$ cat src/verilog/rac_consts.svh
// Constants of the alarm and trim block: field positions, reset values, timing.
// Assumes inclusion by bare name from design files.
`ifndef RAC_CONSTS_SVH
`define RAC_CONSTS_SVH
// ----------------------------------------
// Alarm configuration fields
// ----------------------------------------
`define RAC_CFG_ON_BIT 15
`define RAC_CFG_ENDLESS_BIT 14
`define RAC_CFG_SEL_HI 13
`define RAC_CFG_SEL_LO 10
`define RAC_CFG_RPT_HI 7
`define RAC_CFG_RPT_LO 0
`define RAC_CFG_RST 16'h0000
`define RAC_RPT_MAX 8'hff
`define RAC_RPT_ZERO 8'h00
// ----------------------------------------
// Trim
// ----------------------------------------
`define RAC_TRIM_RST 8'h00
`define RAC_TRIM_STEP 4
`define RAC_HALF_SEC_PER_MIN 120
`endif

$ cat src/verilog/rac_pkg.sv
// Types of the alarm and trim block.
// Assumes no surroundings beyond the consts header.
package rac_pkg;
  // Digit set of the current time or of the alarm value
  typedef struct packed {
    logic [4:0] month;
    logic [5:0] day;
    logic [2:0] wday;
    logic [5:0] hour;
    logic [6:0] min;
    logic [6:0] sec;
  } rac_time_t;
  // Alarm configuration word
  typedef struct packed {
    logic on;
    logic endless;
    logic [3:0] digit_select;
    logic [1:0] unused;
    logic [7:0] repeat_count;
  } rac_cfg_t;
  typedef enum logic [2:0] {
    RAC_IDLE = 3'b001,
    RAC_ADD = 3'b010,
    RAC_DROP = 3'b100
  } rac_trim_st_t;
endpackage : rac_pkg

$ cat src/verilog/rac_match.sv
// Masked comparator of alarm value digits against the current time.
// Assumes both digit sets are stable on the clock of the caller.
`timescale 1ns/1ps
`default_nettype none
module rac_match (
  // Inputs
  input wire logic [3:0] i_digit_select,
  input wire rac_pkg::rac_time_t i_now,
  input wire rac_pkg::rac_time_t i_alarm,
  input wire logic i_half_phase,
  // Result
  output logic o_match
);
  wire eq_sec_one = i_now.sec[3:0] == i_alarm.sec[3:0];
  wire eq_sec = i_now.sec == i_alarm.sec;
  wire eq_min_one = eq_sec && i_now.min[3:0] == i_alarm.min[3:0];
  wire eq_min = eq_sec && i_now.min == i_alarm.min;
  wire eq_hour = eq_min && i_now.hour == i_alarm.hour;
  wire eq_wday = eq_hour && i_now.wday == i_alarm.wday;
  wire eq_day = eq_hour && i_now.day == i_alarm.day;
  wire eq_year = eq_day && i_now.month == i_alarm.month;
  // Interval per digit select code; half second fires on every tick
  assign o_match = (i_digit_select == 4'h0) ? 1'b1 :
                   (i_digit_select == 4'h1) ? i_half_phase :
                   (i_digit_select == 4'h2) ? i_half_phase && eq_sec_one :
                   (i_digit_select == 4'h3) ? i_half_phase && eq_sec :
                   (i_digit_select == 4'h4) ? i_half_phase && eq_min_one :
                   (i_digit_select == 4'h5) ? i_half_phase && eq_min :
                   (i_digit_select == 4'h6) ? i_half_phase && eq_hour :
                   (i_digit_select == 4'h7) ? i_half_phase && eq_wday :
                   (i_digit_select == 4'h8) ? i_half_phase && eq_day :
                   (i_digit_select == 4'h9) ? i_half_phase && eq_year : 1'b0;
endmodule : rac_match
`default_nettype wire

$ cat src/verilog/rac_alarm_trim.sv
// Alarm sequencer and once-per-minute timebase trim of a clock calendar core.
// Assumes time digits and the half-second tick come from logic on the same clock.
`timescale 1ns/1ps
`default_nettype none
`include "rac_consts.svh"
module rac_alarm_trim (
  // Clock, reset, enable
  input wire logic i_clk_sys,
  input wire logic i_sys_rst,
  input wire logic i_ce,
  // Timebase
  input wire logic i_half_tick,
  input wire logic i_second_phase,
  input wire logic i_minute_tick,
  input wire rac_pkg::rac_time_t i_now,
  // Software control
  input wire logic [7:0] i_trim,
  input wire logic i_cfg_we,
  input wire rac_pkg::rac_cfg_t i_cfg_wdata,
  input wire rac_pkg::rac_time_t i_alarm_value,
  // Outputs
  output logic o_pulse_add,
  output logic o_pulse_drop,
  output rac_pkg::rac_cfg_t o_cfg,
  output logic o_alarm_irq,
  output logic o_alarm_pulse
);
  // ----------------------------------------
  // Trim sequencer
  // ----------------------------------------
  rac_pkg::rac_trim_st_t trim_st;
  rac_pkg::rac_trim_st_t next_trim_st;
  logic [9:0] trim_left;
  logic [9:0] next_trim_left;
  wire trim_neg = i_trim[7];
  wire [7:0] trim_mag = trim_neg ? 8'(~i_trim + 8'h01) : i_trim;
  wire [9:0] trim_pulses = {trim_mag, 2'b00};
  wire trim_start = i_minute_tick && (i_trim != `RAC_TRIM_RST);
  always_comb begin
    next_trim_st = trim_st;
    next_trim_left = trim_left;
    unique case (trim_st)
      rac_pkg::RAC_IDLE: begin
        if (trim_start) begin
          next_trim_left = trim_pulses;
          next_trim_st = trim_neg ? rac_pkg::RAC_DROP : rac_pkg::RAC_ADD;
        end
      end
      rac_pkg::RAC_ADD, rac_pkg::RAC_DROP: begin
        next_trim_left = trim_left - 10'h001;
        if (trim_left == 10'h001) begin
          next_trim_st = rac_pkg::RAC_IDLE;
        end
      end
      default: begin
        next_trim_st = rac_pkg::RAC_IDLE;
      end
    endcase
  end
  always_ff @(posedge i_clk_sys) begin
    if (i_sys_rst) begin
      trim_st <= rac_pkg::RAC_IDLE;
      trim_left <= 10'h000;
      o_pulse_add <= 1'b0;
      o_pulse_drop <= 1'b0;
    end else if (i_ce) begin
      trim_st <= next_trim_st;
      trim_left <= next_trim_left;
      o_pulse_add <= next_trim_st == rac_pkg::RAC_ADD;
      o_pulse_drop <= next_trim_st == rac_pkg::RAC_DROP;
    end
  end
  // ----------------------------------------
  // Alarm sequencer
  // ----------------------------------------
  logic match;
  rac_match u_match (
    .i_digit_select(o_cfg.digit_select),
    .i_now(i_now),
    .i_alarm(i_alarm_value),
    .i_half_phase(i_second_phase),
    .o_match(match)
  );
  wire fire = o_cfg.on && i_half_tick && match;
  wire at_zero = o_cfg.repeat_count == `RAC_RPT_ZERO;
  wire last_alarm = at_zero && !o_cfg.endless;
  rac_pkg::rac_cfg_t next_cfg;
  always_comb begin
    next_cfg = o_cfg;
    if (i_cfg_we) begin
      next_cfg = i_cfg_wdata;
      next_cfg.unused = 2'b00;
    end
    if (fire) begin
      next_cfg.repeat_count = o_cfg.repeat_count - 8'h01;
      if (last_alarm) begin
        next_cfg.repeat_count = `RAC_RPT_ZERO;
        next_cfg.on = 1'b0;
      end
    end
  end
  always_ff @(posedge i_clk_sys) begin
    if (i_sys_rst) begin
      o_cfg <= `RAC_CFG_RST;
      o_alarm_irq <= 1'b0;
      o_alarm_pulse <= 1'b0;
    end else if (i_ce) begin
      o_cfg <= next_cfg;
      o_alarm_irq <= fire;
      o_alarm_pulse <= o_alarm_pulse ^ fire;
    end
  end
  // ----------------------------------------
  // Assertions
  // ----------------------------------------
  a_irq_follows_fire: assert property (@(posedge i_clk_sys) disable iff (i_sys_rst)
    i_ce && fire |=> o_alarm_irq) else $error("alarm without interrupt");
  a_pulse_toggle: assert property (@(posedge i_clk_sys) disable iff (i_sys_rst)
    i_ce && fire |=> o_alarm_pulse != $past(o_alarm_pulse)) else $error("alarm pulse did not toggle");
  a_pulse_hold: assert property (@(posedge i_clk_sys) disable iff (i_sys_rst)
    !fire |=> $stable(o_alarm_pulse)) else $error("alarm pulse moved without alarm");
  a_final_clears_on: assert property (@(posedge i_clk_sys) disable iff (i_sys_rst)
    i_ce && fire && last_alarm && !i_cfg_we |=> !o_cfg.on) else $error("final alarm left enable set");
  a_count_decrements: assert property (@(posedge i_clk_sys) disable iff (i_sys_rst)
    i_ce && fire && !at_zero && !i_cfg_we |=> o_cfg.repeat_count == $past(o_cfg.repeat_count) - 8'h01)
    else $error("repeat count not decremented");
  a_endless_wraps: assert property (@(posedge i_clk_sys) disable iff (i_sys_rst)
    i_ce && fire && at_zero && o_cfg.endless && !i_cfg_we |=> o_cfg.on && o_cfg.repeat_count == `RAC_RPT_MAX)
    else $error("endless repeat did not wrap");
  a_no_fire_off: assert property (@(posedge i_clk_sys) disable iff (i_sys_rst)
    i_ce && !o_cfg.on |=> !o_alarm_irq) else $error("alarm while disabled");
  a_trim_count: assert property (@(posedge i_clk_sys) disable iff (i_sys_rst)
    i_ce && trim_st == rac_pkg::RAC_IDLE && trim_start |=> trim_left == $past(trim_pulses))
    else $error("trim pulse count wrong");
  a_trim_sign: assert property (@(posedge i_clk_sys) disable iff (i_sys_rst)
    i_ce && trim_st == rac_pkg::RAC_IDLE && trim_start && trim_neg |=> trim_st == rac_pkg::RAC_DROP)
    else $error("negative trim did not drop");
  a_trim_excl: assert property (@(posedge i_clk_sys) disable iff (i_sys_rst)
    !(o_pulse_add && o_pulse_drop)) else $error("add and drop together");
  a_trim_add_sign: assert property (@(posedge i_clk_sys) disable iff (i_sys_rst)
    i_ce && trim_st == rac_pkg::RAC_IDLE && trim_start && !trim_neg |=> trim_st == rac_pkg::RAC_ADD)
    else $error("positive trim did not add");
  a_trim_ends: assert property (@(posedge i_clk_sys) disable iff (i_sys_rst)
    i_ce && trim_st != rac_pkg::RAC_IDLE && trim_left == 10'h001 |=> !o_pulse_add && !o_pulse_drop)
    else $error("trim burst did not end");
  a_irq_one_cycle: assert property (@(posedge i_clk_sys) disable iff (i_sys_rst)
    i_ce && o_alarm_irq && !fire |=> !o_alarm_irq) else $error("interrupt held too long");
  a_single_shot: assert property (@(posedge i_clk_sys) disable iff (i_sys_rst)
    i_ce && fire && at_zero && !o_cfg.endless && !i_cfg_we |=> o_cfg.repeat_count == 8'h00)
    else $error("single alarm left a count");
  a_off_codes: assert property (@(posedge i_clk_sys) disable iff (i_sys_rst)
    i_ce && o_cfg.digit_select > 4'h9 |=> !o_alarm_irq) else $error("alarm on unused select code");
  a_sec_mismatch: assert property (@(posedge i_clk_sys) disable iff (i_sys_rst)
    i_ce && i_half_tick && o_cfg.digit_select == 4'h3 && i_now.sec != i_alarm_value.sec |=> !o_alarm_irq)
    else $error("alarm with seconds unequal");
  a_cfg_load: assert property (@(posedge i_clk_sys) disable iff (i_sys_rst)
    i_ce && i_cfg_we && !fire |=> o_cfg.digit_select == $past(i_cfg_wdata.digit_select) &&
    o_cfg.repeat_count == $past(i_cfg_wdata.repeat_count)) else $error("config write not loaded");
  // ----------------------------------------
  // Trim burst length watch
  // ----------------------------------------
  // Counts back-to-back correction pulses; a burst may never exceed four times the largest trim
  logic [9:0] burst_len;
  always_ff @(posedge i_clk_sys) begin
    if (i_sys_rst) begin
      burst_len <= 10'h000;
    end else if (i_ce) begin
      if (o_pulse_add || o_pulse_drop) begin
        burst_len <= burst_len + 10'h001;
      end else begin
        burst_len <= 10'h000;
      end
    end
  end
  a_burst_bound: assert property (@(posedge i_clk_sys) disable iff (i_sys_rst)
    burst_len <= 10'h200) else $error("trim burst too long");
  c_single: cover property (@(posedge i_clk_sys) fire && last_alarm);
  c_endless: cover property (@(posedge i_clk_sys) fire && at_zero && o_cfg.endless);
  c_trim_add: cover property (@(posedge i_clk_sys) o_pulse_add);
  c_trim_drop: cover property (@(posedge i_clk_sys) o_pulse_drop);
endmodule : rac_alarm_trim
`default_nettype wire

$ cat config.mk
export PLATFORM = sky130hd
export DESIGN_NAME = rac_alarm_trim
export DESIGN_NICKNAME = d
export VERILOG_FILES = /design/src/verilog/rac_pkg.sv /design/src/verilog/rac_match.sv /design/src/verilog/rac_alarm_trim.sv
export VERILOG_INCLUDE_DIRS = /design/src /design/src/verilog
export SDC_FILE = /design/constraint.sdc
export NUM_CORES = 1
export LEC_CHECK = 0
export BUFFER_PORTS_ARGS = -buffer_cell sky130_fd_sc_hd__buf_2
export CORE_ASPECT_RATIO = 0.5
export CORE_MARGIN = 8
export CORE_UTILIZATION = 45
export DETAILED_ROUTE_END_ITERATION = 8
export GPL_TIMING_DRIVEN = 0
export PLACE_DENSITY = 0.88
export SYNTH_ARGS = -nofsm -noshare
export SYNTH_HDL_FRONTEND = slang
export SYNTH_SLANG_ARGS = --single-unit
export TNS_END_PERCENT = 20
$ cat constraint.sdc
create_clock -name i_clk_sys -period 4.8 [get_ports i_clk_sys]
set_input_delay 0.24 -clock i_clk_sys [delete_from_list [all_inputs] [get_ports i_clk_sys]]
set_output_delay 0.24 -clock i_clk_sys [all_outputs]
set_load 0.02 [all_outputs]
==> results.md <==
- Status: finished clean
- Post-CTS Setup Bufs: 0
- Core Area: 5020 sq um
- Placed inst area: 3040 sq um
- Vias/cell: 5.37
- Port bufs: 113
- NumNets Final: 531
- Placed cells: 491
- Synth Flop Type: dfxtp_1
- CTS Root Cell: clkbuf_8
- Wire per inst: 14.7 um
- Clock transition at path regs: 0.07 ns
- N_diodes: 0
- Worst Path Arrival: 2.96 ns
- PostCTS Resize Cnt: 0
- Final Slew Violations: 0
- Final estimated routing congestion in global placement: 0.868
- Ports: 119
- RSZ-0062 raised after global routing: no
- Setup Skew: 0.00466 ns
- Share of cells above drive strength 1: 0.324
- Final HPWL DP: 5900 um
- Cells after Synth: 307
- Gr usage total: 0.173
- Crit-path slowest cell: or4_4
- H-tree levels: 2
- P&R area growth vs syn: 31.7%
- Max-cap violations: 0
- Fin util: 0.626
- Total Neg Setup Slack: 0 ns
- Number of synthesized register bits: 31
- Worst Slack Setup Final: 2.02 ns
- CP max FO: 8
- Fin cells: 499
- CTS Buffer Depth: 2
- Sequential-to-total area share from yosys stat: 0.260
- Dpl ws: 2.06 ns
- EDFF count, synth: 0
- Starting Density: 0.475
- Clk Latency, worst-skew pair: 0.29 ns
- Die Area: 8030 sq um
- Worst Setup End Kind: register
- Commonest non-fill, non-tap cell in the layout: buf_2
- Residual DRC: 0
- Worst Max-Slew Pin Slew: 1.40 ns
- VDD IR max: 108 uV
- Clock Sinks: 31
- Die X-Extent: 119 um
- Hold Vio Cnt, Final: 0
- Warnings from Yosys: 0
- Mean area per synthesized cell: 7.77 sq um
- Distinct cells, synth: 53
- Critical Path Start Type: register
- Tcrit/Tclk final: 0.578
- Async SR Flop Fraction: 0
- Required @ worst endpoint: 4.98 ns
- Minimum clock period: 2.78 ns
- DR pass1 iterations: 4
- Netlist Area Pre-Place: 2390 sq um
- Hold buffers post-CTS: 0
- Initial antenna violation count: 0
- Pin count of the biggest net entering global routing: 11
- Cell Rows: 18
- Fmax: 360 MHz
- DR iter-0 viols: 112
- Global-route wire length before repair: 11,600 um
- GRT overflow: 0
- Fin area: 3140 sq um
- Slew Limit Headroom: 0.0560
- CTS tree: built
- Static leakage: 1.41 nW
- Worst Path Buf+Inv: 0
- CP cell instances: nor2_1 > a311o_1 > or4_4 > a221o_1 > o31ai_4 > o21ai_2 > a2111oi_2
- Power, Total: 0.738 mW
- Final wirelength: 7340 um
- Number of global-route vias before repair: 2,578
- Worst hold slack: 0.187 ns
- Vias: 2,681
- Endpoints failing setup: 0
- Die height: 67.5 um
- Pwr Density: 235 nW/um^2
- CTS Buf Count: 5
- Setup Crit Path Kind: register to register
- Top Family by Delay on Critical Path: compound AO/OA/AOI/OAI gates
- CP max stage delay: 0.54 ns
- Most frequent cells in the layout: 114 x buf_2, 38 x nand2_1, 34 x xnor2_1, 31 x dfxtp_1, 27 x nor2_1
- Final ANT Viol Nets: 0
- Worst min path class: input port to register
-- final timing paths --
kind	start	to	slack, ns	cells after the start
hold / removal	i_cfg_wdata[11]	o_cfg[11]	0.19	3
setup / recovery	o_cfg[11]	o_cfg[5]	2.02	7
hold reg to reg	o_pulse_add	o_pulse_add	0.47	2
setup reg to reg	o_cfg[11]	o_cfg[5]	2.02	7
-- where the power goes --
group	total (mW)	internal [mW]	switching [mW]
sequential	0.289	0.272	0.0163
combinational	0.222	0.104	0.118
clock	0.227	0.131	0.0967
total	0.738	0.507	0.231
-- layer usage --
layer,track usage,part of all wire
met1,0.190,0.43
met2,0.329,0.50
met3,0.0383,0.060
met4,0.0702,0.014
met5,0,0
-- cell families after synthesis --
logic type | share of synthesized area
simple gates | 0.241
compound gates | 0.234
xor+xnor | 0.169
flops | 0.260
buf+inv | 0.0556
fa+ha+maj | 0.0210
mux | 0.0173
other cells | 0.00157
-- registers in the layout (all words and copies together), names as in the netlist --
register / count
o_pulse_add: 1
o_pulse_drop: 1
o_alarm_pulse: 1
o_cfg: 14
trim_st: 3
trim_left: 10
o_alarm_irq: 1
-- worst reg2reg max path, stage by stage (launching register included) --
cell and delay, ns:
dfxtp_1 0.46, nor2_1 0.11, a311o_1 0.37, or4_4 0.54
a221o_1 0.41, o31ai_4 0.14, o21ai_2 0.24, a2111oi_2 0.40
-- Yosys cell counts, types with 7 or more instances --
cell	count	area, sq um
clkbuf_1	10	37.5
nand2_1	38	143
o21ai_0	11	55.1
nor3_1	15	75.1
o211a_1	7	70.1
a21oi_1	14	70.1
inv_1	16	60.1
dfxtp_1	31	621
xnor2_1	34	298
xor2_1	12	105
nor2_1	27	101
nand2b_1	7	43.8
-- cell type report --
class,count,area [sq um]
fill,456,1880
multi-input combinational,246,1640
sequential,31,621
timing repair buffer,113,566
clock buffer,8,100
tap,70,87.6
buffer,15,72.6
inverter,16,60.1
(Power assumes the default switching activity.)
